## src/hw/pwm_seq_pkg.sv

```systemverilog
// constants, types and helpers shared by the buck pwm sequencer
package pwm_seq_pkg;

  // ---------------------------------------------------------------
  // clock and oscillator timing
  // ---------------------------------------------------------------
  localparam int unsigned CLK_HZ = 10_000_000;
  localparam int unsigned CLK_PERIOD_NS = 100;
  localparam int unsigned FSW_DEF_HZ = 250_000;
  localparam int unsigned FSW_MAX_HZ = 1_000_000;
  localparam logic [7:0] PERIOD_DEF = 8'(CLK_HZ / FSW_DEF_HZ);
  localparam logic [7:0] PERIOD_MIN = 8'(CLK_HZ / FSW_MAX_HZ);
  localparam int unsigned BLANK_NS = 200;
  localparam logic [2:0] BLANK_CYC =
    3'((BLANK_NS + CLK_PERIOD_NS - 1) / CLK_PERIOD_NS);
  localparam int unsigned SYNC_PW_NS = 110;
  localparam logic [1:0] SYNC_PW_CYC =
    2'((SYNC_PW_NS + CLK_PERIOD_NS - 1) / CLK_PERIOD_NS);
  localparam logic [1:0] ECHO_GUARD_CYC = 2'h3;

  // ---------------------------------------------------------------
  // soft-start, skip counter, thermal figures
  // ---------------------------------------------------------------
  localparam logic [6:0] SS_STEPS = 7'h40;
  localparam logic [4:0] SS_STEP_LAST_CYC = 5'h1f;
  localparam int unsigned SS_STEP_UV = 9500;
  localparam int unsigned REF_FINAL_MV = 600;
  localparam logic [2:0] SKIP_MAX = 3'h7;
  localparam int unsigned TSD_TRIP_C = 150;
  localparam int unsigned TSD_RESUME_C = 120;

  // ---------------------------------------------------------------
  // register map
  // ---------------------------------------------------------------
  localparam logic [7:0] ADDR_CTRL = 8'h00;
  localparam logic [7:0] ADDR_PERIOD = 8'h04;
  localparam logic [7:0] ADDR_DUTY = 8'h08;
  localparam logic [7:0] ADDR_STATUS = 8'h0c;
  localparam logic [7:0] ADDR_IRQ_STAT = 8'h10;
  localparam logic [7:0] ADDR_IRQ_MASK = 8'h14;
  localparam logic CTRL_EN_RST = 1'b1;
  localparam logic [7:0] PERIOD_RST = 8'h14;
  localparam logic [7:0] DUTY_RST = 8'h14;
  localparam logic [3:0] IRQ_MASK_RST = 4'h0;
  localparam int unsigned CTRL_EN_BIT = 0;
  localparam int unsigned ST_MODE_LSB = 0;
  localparam int unsigned ST_SKIP_LSB = 2;
  localparam int unsigned ST_SLAVE_BIT = 5;
  localparam int unsigned ST_FSWRES_BIT = 6;
  localparam int unsigned ST_REF_LSB = 8;
  localparam int unsigned IRQ_OC = 0;
  localparam int unsigned IRQ_TSD = 1;
  localparam int unsigned IRQ_SSDONE = 2;
  localparam int unsigned IRQ_LOCK = 3;
  localparam int unsigned IRQ_W = 4;

  // ---------------------------------------------------------------
  // pin vector positions of the synchronised inputs
  // ---------------------------------------------------------------
  localparam int unsigned PIN_EN = 0;
  localparam int unsigned PIN_TSD = 1;
  localparam int unsigned PIN_OC = 2;
  localparam int unsigned PIN_FSW = 3;
  localparam int unsigned PIN_SYNC = 4;
  localparam int unsigned PIN_W = 5;

  typedef enum logic [1:0] {
    ST_STANDBY,
    ST_SOFT,
    ST_RUN,
    ST_THERMAL
  } mode_t;

  // duty limited by the soft-start reference fraction step/64
  function automatic logic [7:0] scale_duty(input logic [7:0] duty,
                                            input logic [6:0] step);
    logic [14:0] prod;
    prod = 15'(duty) * 15'(step);
    return prod[13:6];
  endfunction

  // keep a resistor-set period between 1 MHz and just above default
  function automatic logic [7:0] clamp_period(input logic [7:0] per);
    if (per < PERIOD_MIN) begin
      return PERIOD_MIN;
    end
    if (per >= PERIOD_DEF) begin
      return PERIOD_DEF - 8'h01;
    end
    return per;
  endfunction

endpackage

```

## src/hw/pwm_link_if.sv

```systemverilog
// signals between the sequencer core, the oscillator and the guard
`timescale 1ns/100ps
`default_nettype none
interface pwm_link_if;
  logic [7:0] period;
  logic sync_s;
  logic [7:0] saw;
  logic cyc_start;
  logic slave;
  logic sync_drive;
  logic lock_event;
  logic run;
  logic want_on;
  logic oc_s;
  logic sw_on;
  logic [2:0] skip_cnt;
  logic oc_event;

  modport osc_mp (
    input period, sync_s,
    output saw, cyc_start, slave, sync_drive, lock_event
  );
  modport guard_mp (
    input cyc_start, run, want_on, oc_s,
    output sw_on, skip_cnt, oc_event
  );
  modport ctl_mp (
    output period, sync_s, run, want_on, oc_s,
    input saw, cyc_start, slave, sync_drive, lock_event,
    input sw_on, skip_cnt, oc_event
  );
endinterface
`default_nettype wire

```

## src/hw/sync_osc.sv

```systemverilog
// switching oscillator with half-period sync output and external lock
`timescale 1ns/100ps
`default_nettype none
module sync_osc
  import pwm_seq_pkg::*;
(
  input wire logic pclk,
  input wire logic presetn,
  pwm_link_if.osc_mp lk
);
  logic [7:0] saw_ff;
  logic cyc_ff;
  logic [8:0] gap_ff;
  logic prev_ff;
  logic slave_ff;
  logic [1:0] pw_ff;
  logic drive_ff;
  logic [1:0] echo_ff;

  wire ext_rise = lk.sync_s & ~prev_ff & (echo_ff == 2'h0) & ~drive_ff;
  wire fast_edge = ext_rise & (gap_ff < {1'b0, lk.period});
  wire wrap = saw_ff >= lk.period - 8'h01;
  wire restart = wrap | fast_edge;
  wire half_hit = (saw_ff == (lk.period >> 1)) & ~slave_ff;
  wire lost = gap_ff >= {lk.period, 1'b0};
  wire [1:0] nxt_pw = half_hit ? SYNC_PW_CYC :
                      (pw_ff != 2'h0) ? pw_ff - 2'h1 : 2'h0;

  always_ff @(posedge pclk or negedge presetn) begin
    if (!presetn) begin
      saw_ff <= 8'h00;
      cyc_ff <= 1'b0;
      prev_ff <= 1'b0;
      pw_ff <= 2'h0;
      drive_ff <= 1'b0;
    end else begin
      saw_ff <= restart ? 8'h00 : saw_ff + 8'h01;
      cyc_ff <= restart;
      prev_ff <= lk.sync_s;
      pw_ff <= nxt_pw;
      drive_ff <= nxt_pw != 2'h0;
    end
  end

  // lock tracking: faster edges make this end the slave
  always_ff @(posedge pclk or negedge presetn) begin
    if (!presetn) begin
      gap_ff <= 9'h1ff;
      slave_ff <= 1'b0;
      echo_ff <= 2'h0;
    end else begin
      gap_ff <= ext_rise ? 9'h000 : (gap_ff == 9'h1ff) ? gap_ff :
                gap_ff + 9'h001;
      if (fast_edge) begin
        slave_ff <= 1'b1;
      end else if (lost) begin
        slave_ff <= 1'b0;
      end
      echo_ff <= drive_ff ? ECHO_GUARD_CYC :
                 (echo_ff != 2'h0) ? echo_ff - 2'h1 : 2'h0;
    end
  end

  assign lk.saw = saw_ff;
  assign lk.cyc_start = cyc_ff;
  assign lk.slave = slave_ff;
  assign lk.sync_drive = drive_ff;
  assign lk.lock_event = fast_edge & ~slave_ff;
endmodule // sync_osc
`default_nettype wire

```

## src/hw/pulse_guard.sv

```systemverilog
// on-time gate with current blanking and pulse-skip counter
`timescale 1ns/100ps
`default_nettype none
module pulse_guard
  import pwm_seq_pkg::*;
(
  input wire logic pclk,
  input wire logic presetn,
  pwm_link_if.guard_mp lk
);
  logic on_ff;
  logic [2:0] blank_ff;
  logic [2:0] skip_ff;
  logic [2:0] left_ff;
  logic oc_ev_ff;

  wire blank_end = on_ff & (blank_ff == BLANK_CYC - 3'h1);
  wire blanked = blank_ff < BLANK_CYC - 3'h1;
  wire trip_end = blank_end & lk.oc_s;
  wire trip_late = on_ff & ~blanked & ~blank_end & lk.oc_s;
  wire [2:0] skip_up = (skip_ff == SKIP_MAX) ? SKIP_MAX : skip_ff + 3'h1;
  wire [2:0] skip_dn = (skip_ff == 3'h0) ? 3'h0 : skip_ff - 3'h1;
  wire start_on = lk.cyc_start & lk.want_on & (left_ff == 3'h0);

  always_ff @(posedge pclk or negedge presetn) begin
    if (!presetn) begin
      on_ff <= 1'b0;
      blank_ff <= 3'h0;
      skip_ff <= 3'h0;
      left_ff <= 3'h0;
      oc_ev_ff <= 1'b0;
    end else if (!lk.run) begin
      on_ff <= 1'b0;
      blank_ff <= 3'h0;
      skip_ff <= 3'h0;
      left_ff <= 3'h0;
      oc_ev_ff <= 1'b0;
    end else begin
      oc_ev_ff <= trip_end | trip_late;
      if (trip_end) begin
        on_ff <= 1'b0;
        skip_ff <= skip_up;
        left_ff <= skip_up;
      end else if (trip_late || (on_ff && !lk.want_on)) begin
        on_ff <= 1'b0;
      end else if (lk.cyc_start && left_ff != 3'h0) begin
        left_ff <= left_ff - 3'h1;
      end else if (start_on && !on_ff) begin
        on_ff <= 1'b1;
        blank_ff <= 3'h0;
      end
      if (blank_end && !lk.oc_s) begin
        skip_ff <= skip_dn;
      end
      if (on_ff && blanked) begin
        blank_ff <= blank_ff + 3'h1;
      end else if (blank_end) begin
        blank_ff <= BLANK_CYC;
      end
    end
  end

  assign lk.sw_on = on_ff;
  assign lk.skip_cnt = skip_ff;
  assign lk.oc_event = oc_ev_ff;
endmodule // pulse_guard
`default_nettype wire

```

## src/hw/buck_pwm_control_sequencer.sv

```systemverilog
// top of the buck pwm control sequencer with apb register access
//
// Register access over APB and the placing of the registers are this design's own decisions.
`timescale 1ns/100ps
`default_nettype none
module buck_pwm_control_sequencer
  import pwm_seq_pkg::*;
(
  input wire logic pclk,
  input wire logic presetn,
  input wire logic psel,
  input wire logic penable,
  input wire logic pwrite,
  input wire logic [7:0] paddr,
  input wire logic [31:0] pwdata,
  output logic [31:0] prdata,
  output logic pready,
  output logic pslverr,
  input wire logic enable_pin,
  input wire logic thermal_pin,
  input wire logic overcurrent_pin,
  input wire logic fsw_res_pin,
  input wire logic sync_io_pin_i,
  output logic sync_io_pin_o,
  output logic sync_io_pin_oe,
  output logic high_side_switch,
  output logic [6:0] ref_level,
  output logic standby,
  output logic irq
);

  // ---------------------------------------------------------------
  // pin synchronisers
  // ---------------------------------------------------------------
  logic [PIN_W-1:0] meta_ff;
  logic [PIN_W-1:0] pins_ff;
  wire [PIN_W-1:0] pins_raw = {sync_io_pin_i, fsw_res_pin,
                               overcurrent_pin, thermal_pin, enable_pin};

  always_ff @(posedge pclk or negedge presetn) begin
    if (!presetn) begin
      meta_ff <= '0;
      pins_ff <= '0;
    end else begin
      meta_ff <= pins_raw;
      pins_ff <= meta_ff;
    end
  end

  // ---------------------------------------------------------------
  // sub-blocks
  // ---------------------------------------------------------------
  pwm_link_if lk ();

  sync_osc u_osc (
    .pclk(pclk),
    .presetn(presetn),
    .lk(lk.osc_mp)
  );

  pulse_guard u_guard (
    .pclk(pclk),
    .presetn(presetn),
    .lk(lk.guard_mp)
  );

  // ---------------------------------------------------------------
  // software registers
  // ---------------------------------------------------------------
  logic ctrl_en_ff;
  logic [7:0] period_ff;
  logic [7:0] duty_ff;
  logic [IRQ_W-1:0] irq_stat_ff;
  logic [IRQ_W-1:0] irq_mask_ff;
  logic [31:0] prdata_ff;
  logic pready_ff;
  logic pslverr_ff;

  wire access = psel & penable;
  wire done = access & pready_ff;
  wire wr_done = done & pwrite;
  wire hit_ctrl = paddr == ADDR_CTRL;
  wire hit_period = paddr == ADDR_PERIOD;
  wire hit_duty = paddr == ADDR_DUTY;
  wire hit_status = paddr == ADDR_STATUS;
  wire hit_istat = paddr == ADDR_IRQ_STAT;
  wire hit_imask = paddr == ADDR_IRQ_MASK;
  wire hit_any = hit_ctrl | hit_period | hit_duty | hit_status |
                 hit_istat | hit_imask;

  // ---------------------------------------------------------------
  // operating mode
  // ---------------------------------------------------------------
  mode_t mode_ff;
  mode_t nxt_mode;
  logic [4:0] ss_cyc_ff;
  logic [6:0] ss_step_ff;
  logic standby_ff;
  logic switch_ff;
  logic sync_o_ff;
  logic sync_oe_ff;
  logic irq_ff;

  wire en_on = pins_ff[PIN_EN] & ctrl_en_ff;
  wire hot = pins_ff[PIN_TSD];
  wire ss_tick = (mode_ff == ST_SOFT) & lk.cyc_start;
  wire step_end = ss_tick & (ss_cyc_ff == SS_STEP_LAST_CYC);
  wire ss_done = step_end & (ss_step_ff == SS_STEPS - 7'h01);

  always_comb begin
    nxt_mode = mode_ff;
    unique case (mode_ff)
      ST_STANDBY: begin
        if (en_on && !hot) begin
          nxt_mode = ST_SOFT;
        end
      end
      ST_SOFT, ST_RUN: begin
        if (!en_on) begin
          nxt_mode = ST_STANDBY;
        end else if (hot) begin
          nxt_mode = ST_THERMAL;
        end else if (ss_done) begin
          nxt_mode = ST_RUN;
        end
      end
      ST_THERMAL: begin
        if (!hot) begin
          nxt_mode = en_on ? ST_SOFT : ST_STANDBY;
        end
      end
    endcase
  end

  always_ff @(posedge pclk or negedge presetn) begin
    if (!presetn) begin
      mode_ff <= ST_STANDBY;
    end else begin
      mode_ff <= nxt_mode;
    end
  end

  // ---------------------------------------------------------------
  // soft-start staircase
  // ---------------------------------------------------------------
  always_ff @(posedge pclk or negedge presetn) begin
    if (!presetn) begin
      ss_cyc_ff <= 5'h00;
      ss_step_ff <= 7'h00;
    end else if (nxt_mode == ST_STANDBY || nxt_mode == ST_THERMAL) begin
      ss_cyc_ff <= 5'h00;
      ss_step_ff <= 7'h00;
    end else if (ss_tick) begin
      ss_cyc_ff <= ss_cyc_ff + 5'h01;
      if (step_end) begin
        ss_step_ff <= ss_step_ff + 7'h01;
      end
    end
  end

  // ---------------------------------------------------------------
  // oscillator and comparator hookup
  // ---------------------------------------------------------------
  wire [7:0] per_eff = pins_ff[PIN_FSW] ? clamp_period(period_ff) :
                       PERIOD_DEF;
  wire [7:0] duty_eff = (mode_ff == ST_RUN) ? duty_ff :
                        scale_duty(duty_ff, ss_step_ff);
  wire running = (mode_ff == ST_SOFT) | (mode_ff == ST_RUN);

  assign lk.period = per_eff;
  assign lk.sync_s = pins_ff[PIN_SYNC];
  assign lk.oc_s = pins_ff[PIN_OC];
  assign lk.run = running;
  assign lk.want_on = lk.saw < duty_eff;

  always_ff @(posedge pclk or negedge presetn) begin
    if (!presetn) begin
      standby_ff <= 1'b1;
      switch_ff <= 1'b0;
      sync_o_ff <= 1'b0;
      sync_oe_ff <= 1'b0;
    end else begin
      standby_ff <= nxt_mode == ST_STANDBY;
      switch_ff <= lk.sw_on & running;
      sync_o_ff <= lk.sync_drive;
      sync_oe_ff <= lk.sync_drive;
    end
  end

  // ---------------------------------------------------------------
  // event status and interrupt
  // ---------------------------------------------------------------
  logic [IRQ_W-1:0] ev_set;
  logic [IRQ_W-1:0] ev_clr;
  logic [IRQ_W-1:0] nxt_irq_stat;

  always_comb begin
    ev_set = '0;
    ev_set[IRQ_OC] = lk.oc_event;
    ev_set[IRQ_TSD] = (nxt_mode == ST_THERMAL) & (mode_ff != ST_THERMAL);
    ev_set[IRQ_SSDONE] = ss_done & en_on & ~hot;
    ev_set[IRQ_LOCK] = lk.lock_event;
    ev_clr = (done && !pwrite && hit_istat) ? prdata_ff[IRQ_W-1:0] : '0;
    nxt_irq_stat = (irq_stat_ff & ~ev_clr) | ev_set;
  end

  always_ff @(posedge pclk or negedge presetn) begin
    if (!presetn) begin
      irq_stat_ff <= '0;
      irq_ff <= 1'b0;
    end else begin
      irq_stat_ff <= nxt_irq_stat;
      irq_ff <= |(nxt_irq_stat & irq_mask_ff);
    end
  end

  // ---------------------------------------------------------------
  // apb slave: one wait state, data captured before pready
  // ---------------------------------------------------------------
  logic [31:0] rd_mux;
  logic [31:0] status_word;

  always_comb begin
    status_word = '0;
    status_word[ST_MODE_LSB +: 2] = mode_ff;
    status_word[ST_SKIP_LSB +: 3] = lk.skip_cnt;
    status_word[ST_SLAVE_BIT] = lk.slave;
    status_word[ST_FSWRES_BIT] = pins_ff[PIN_FSW];
    status_word[ST_REF_LSB +: 7] = ss_step_ff;
    rd_mux = '0;
    if (hit_ctrl) begin
      rd_mux[CTRL_EN_BIT] = ctrl_en_ff;
    end
    if (hit_period) begin
      rd_mux[7:0] = period_ff;
    end
    if (hit_duty) begin
      rd_mux[7:0] = duty_ff;
    end
    if (hit_status) begin
      rd_mux = status_word;
    end
    if (hit_istat) begin
      rd_mux[IRQ_W-1:0] = irq_stat_ff;
    end
    if (hit_imask) begin
      rd_mux[IRQ_W-1:0] = irq_mask_ff;
    end
  end

  always_ff @(posedge pclk or negedge presetn) begin
    if (!presetn) begin
      pready_ff <= 1'b0;
      pslverr_ff <= 1'b0;
      prdata_ff <= '0;
    end else begin
      pready_ff <= access & ~pready_ff;
      if (access && !pready_ff) begin
        pslverr_ff <= ~hit_any;
        prdata_ff <= pwrite ? 32'h0000_0000 : rd_mux;
      end else if (done) begin
        pslverr_ff <= 1'b0;
      end
    end
  end

  always_ff @(posedge pclk or negedge presetn) begin
    if (!presetn) begin
      ctrl_en_ff <= CTRL_EN_RST;
      period_ff <= PERIOD_RST;
      duty_ff <= DUTY_RST;
      irq_mask_ff <= IRQ_MASK_RST;
    end else if (wr_done) begin
      if (hit_ctrl) begin
        ctrl_en_ff <= pwdata[CTRL_EN_BIT];
      end
      if (hit_period) begin
        period_ff <= pwdata[7:0];
      end
      if (hit_duty) begin
        duty_ff <= pwdata[7:0];
      end
      if (hit_imask) begin
        irq_mask_ff <= pwdata[IRQ_W-1:0];
      end
    end
  end

  // ---------------------------------------------------------------
  // outputs
  // ---------------------------------------------------------------
  assign prdata = prdata_ff;
  assign pready = pready_ff;
  assign pslverr = pslverr_ff;
  assign sync_io_pin_o = sync_o_ff;
  assign sync_io_pin_oe = sync_oe_ff;
  assign high_side_switch = switch_ff;
  assign ref_level = ss_step_ff;
  assign standby = standby_ff;
  assign irq = irq_ff;

endmodule // buck_pwm_control_sequencer
`default_nettype wire

```

## config.mk

```make
export PLATFORM = sky130hd
export DESIGN_NAME = buck_pwm_control_sequencer
export DESIGN_NICKNAME = d
export VERILOG_FILES = /design/src/hw/pwm_seq_pkg.sv /design/src/hw/pwm_link_if.sv /design/src/hw/sync_osc.sv /design/src/hw/pulse_guard.sv /design/src/hw/buck_pwm_control_sequencer.sv
export SDC_FILE = /design/constraint.sdc
export NUM_CORES = 1
export LEC_CHECK = 0
export ABC_AREA = 1
export BUFFER_PORTS_ARGS = -buffer_cell sky130_fd_sc_hd__buf_2
export CAP_MARGIN = 20
export CORE_MARGIN = 1
export CORE_UTILIZATION = 64
export DETAILED_ROUTE_END_ITERATION = 7
export GPL_ROUTABILITY_DRIVEN = 0
export PLACE_DENSITY = 0.87
export SLEW_MARGIN = 10
export SYNTH_ARGS = -nofsm -noshare
export SYNTH_HDL_FRONTEND = slang
export SYNTH_SLANG_ARGS = --single-unit
```

## constraint.sdc

```tcl
create_clock -name pclk -period 13.05 [get_ports pclk]
set_input_delay 0 -clock pclk [delete_from_list [all_inputs] [get_ports pclk]]
set_output_delay 0 -clock pclk [all_outputs]
set_load 0.02 [all_outputs]
```

==> impl_metrics.ini <==
[timing]
skew_ns = 0.00574
fmax_mhz = 163
timing.max_slew.rel_slack = 0.305
post-route-period-util = 0.470
fin_setup_tns_ns = 0
finalSetupViolations = 0
hold_violations = 0
min_period_ns = 6.14
maxSlewViolCount = 0
worstMarginPinSlew_ns = 1.04
rsz0062_at_grt = false

[worst_hold_path]
hp-start = penable
min_path_type = primary input to flip-flop
hold_end = pslverr
min_path_cells = 4

[die]
core_area_um2 = 11600
dieArea_um2 = 12500
ioPinCount = 96
num_rows = 39
dieWidth_um = 112
die_h_um = 112
initial_core_util = 0.666

[drt]
vias = 6473
antenna_left = 0
first_pass_iters = 8
drt_iter0_markers = 613
drt_wl_total_mm = 17.3
avgViaCountPerCell = 5.57
drc_errors = 5
wire_per_inst_um = 14.9

[clocking]
clk_pin_slew_ns = 0.07
cts_hold_buf = 14
cts_setup_buffers = 0
cts-root-buf = clkbuf_16
cts-resized-gates = 0
cts_tree = done
clock_sink_count = 106
cts_buffers = 9
worstSkewPairLatency_ns = 0.35
clockBufferDepth = 2
htree_levels = 3

[setup_path]
cpMaxStageDelayCell = dfrtp_1
cp-start-kind = flip-flop
critPathMaxFanout = 13
max_stage_delay_ns = 0.70
r2r_start = ref_level[4]
arrival_ns = 6.43
ff2ff_path_depth = 33
regToRegSetupSlack_ns = 6.91
criticalPathCategory = flip-flop to flip-flop
worstReg2RegEnd = u_guard.left_ff[0]
worstSetupEndpointType = flip-flop
crit_required_ns = 13.34
critPathMostFrequentCell = nand2_1

[yosys]
ys.flop_type = dfrtp_1
synth_area_leader_cell = dfrtp_1
yosysSeqAreaShare = 0.347
syn_avg_cell_area_um2 = 8.09
syn-cell-area_um2 = 7700
synth_cell_types = 56
async_reset_ff_frac = 1.00
synth_area_leaders = dfrtp_1 30%, ha_1 13%, inv_1 9.3%
synth_most_common_cell = inv_1
synth_common_cells = 191 x inv_1, 184 x nand2_1, 91 x dfrtp_1, 80 x ha_1, 70 x o21ai_0
synth_top_cell_area_share = 0.296
synth_edf_count = 0
ys_seq_elements = 106
synthCells = 952
yosysWarningCount = 0

[cells_and_area]
multi_input_area_um2 = 4130
drive_gt1_frac = 0.108
nets = 1171
utilization = 0.729
regArea_um2 = 2670
area_growth_pct = 9.42
diodes = 0
fill_cells = 852

[status]
violations = design-rule violations
status = complete, but fails checks

[global_route]
grt_overflow = 0
grtUsageTotal = 0.297
grt_pass1_wl_mm = 29.3
grt_max_degree = 64
grt_pass1_vias = 6314
antenna_found_initial = 0

[job]
max-cap-violations = 0

[place]
io_buffer_count = 54
dp_hpwl_mm = 12.6

[pwr]
p_leak_nw = 4.76
ir_drop_uv = 131
power_density_nw_per_um2 = 101
[cells by family after synthesis]
logic type,share of synthesized area
flops,0.347
other cells,0.000975
buf+inv,0.127
xor+xnor,0.0159
compound gates,0.128
fa+ha+maj,0.200
simple gates,0.181
[per-stage QoR]
step	setup slack, ns	hold WS (ns)	power, mW	cells	cell area, um^2
after global placement	7.10	0.0191	0.574	1132	8000
after global routing	6.38	0.0463	0.900	1162	8430
after detailed placement	7.03	0.0276	0.582	1132	8000
final	6.91	0.00655	0.851	1162	8430
after CTS	7.03	0.00649	0.852	1162	8430
after floorplan	7.63	-0.296	0.529	973	7780
[cell type report]
type                    count  share of cell area
inverters                 195              0.0870
repair buffers             69              0.0499
flip-flops and latches    106               0.317
clock buffers              12              0.0304
clock inverters             4             0.00401
well taps                 143              0.0212
multi-input cells         633               0.490
[report_power, final]
group	internal [mW]	switching [mW]	leakage [nW]
Sequential	0.358	0.0291	1.36
Clock	0.142	0.126	0.140
Combinational	0.0728	0.123	3.26
[sequential cells by signal, summed over array words and instances (netlist names), 2 cells and up]
name / count
period_ff: 8
u_osc.echo_ff: 2
pins_ff: 5
ref_level: 7
irq_stat_ff: 4
u_osc.gap_ff: 9
prdata: 15
u_osc.pw_ff: 2
u_guard.left_ff: 3
u_osc.lk.saw: 8
mode_ff: 2
meta_ff: 5
irq_mask_ff: 4
u_guard.lk.skip_cnt: 3
ss_cyc_ff: 5
u_guard.blank_ff: 3
duty_ff: 8
[metal layers]
| metal | up-vias | part of all wire | track usage |
|---|---|---|---|
| met4 | 0 | 0.027 | 0.121 |
| met3 | 42 | 0.069 | 0.0495 |
| li1 | 3118 | - | - |
| met2 | 254 | 0.49 | 0.503 |
| met1 | 3059 | 0.41 | 0.379 |
| met5 | - | 0 | 0 |
[critical path: cells and delay by family (launching register included)]
kind                     cells  cell delay (ns)
adder cells (fa/ha/maj)      6             2.71
AND/OR/NAND/NOR             19             1.62
AO/OA/AOI/OAI                4             0.83
flip-flops                   1             0.70
buffers and inverters        4             0.21
[worst max-delay path by stage]
stage,cells past startpoint,slack [ns],endpoint,startpoint
6_report,33,6.91,u_guard.left_ff[0],ref_level[4]
5_1_grt,33,6.38,u_guard.left_ff[0],duty_ff[2]
4_1_cts,33,7.03,u_guard.left_ff[0],duty_ff[2]
3_5_place_dp,33,7.03,u_guard.left_ff[2],duty_ff[0]
3_3_place_gp,33,7.10,u_guard.left_ff[1],ref_level[4]
2_1_floorplan,34,7.63,u_guard.left_ff[1],ref_level[6]
[cells in the final DEF (no fill, tap or decap), drive strengths merged, types with 6 or more instances in the layout]
cell,netlist,routed
nand2,196,196
inv,193,195
dfrtp,91,91
ha,80,80
o21ai,74,74
nor2,68,68
buf,24,55
a21oi,39,39
fa,27,27
conb,2,23
nand3,23,23
dfstp,15,15
nor3,14,14
dlygate4sd3,0,14
clkbuf,15,12
nand4,11,11
xor2,8,8
a32o,8,8
o22ai,7,7
xnor2,6,6
Note: power is estimated with default switching activity, not from simulation.
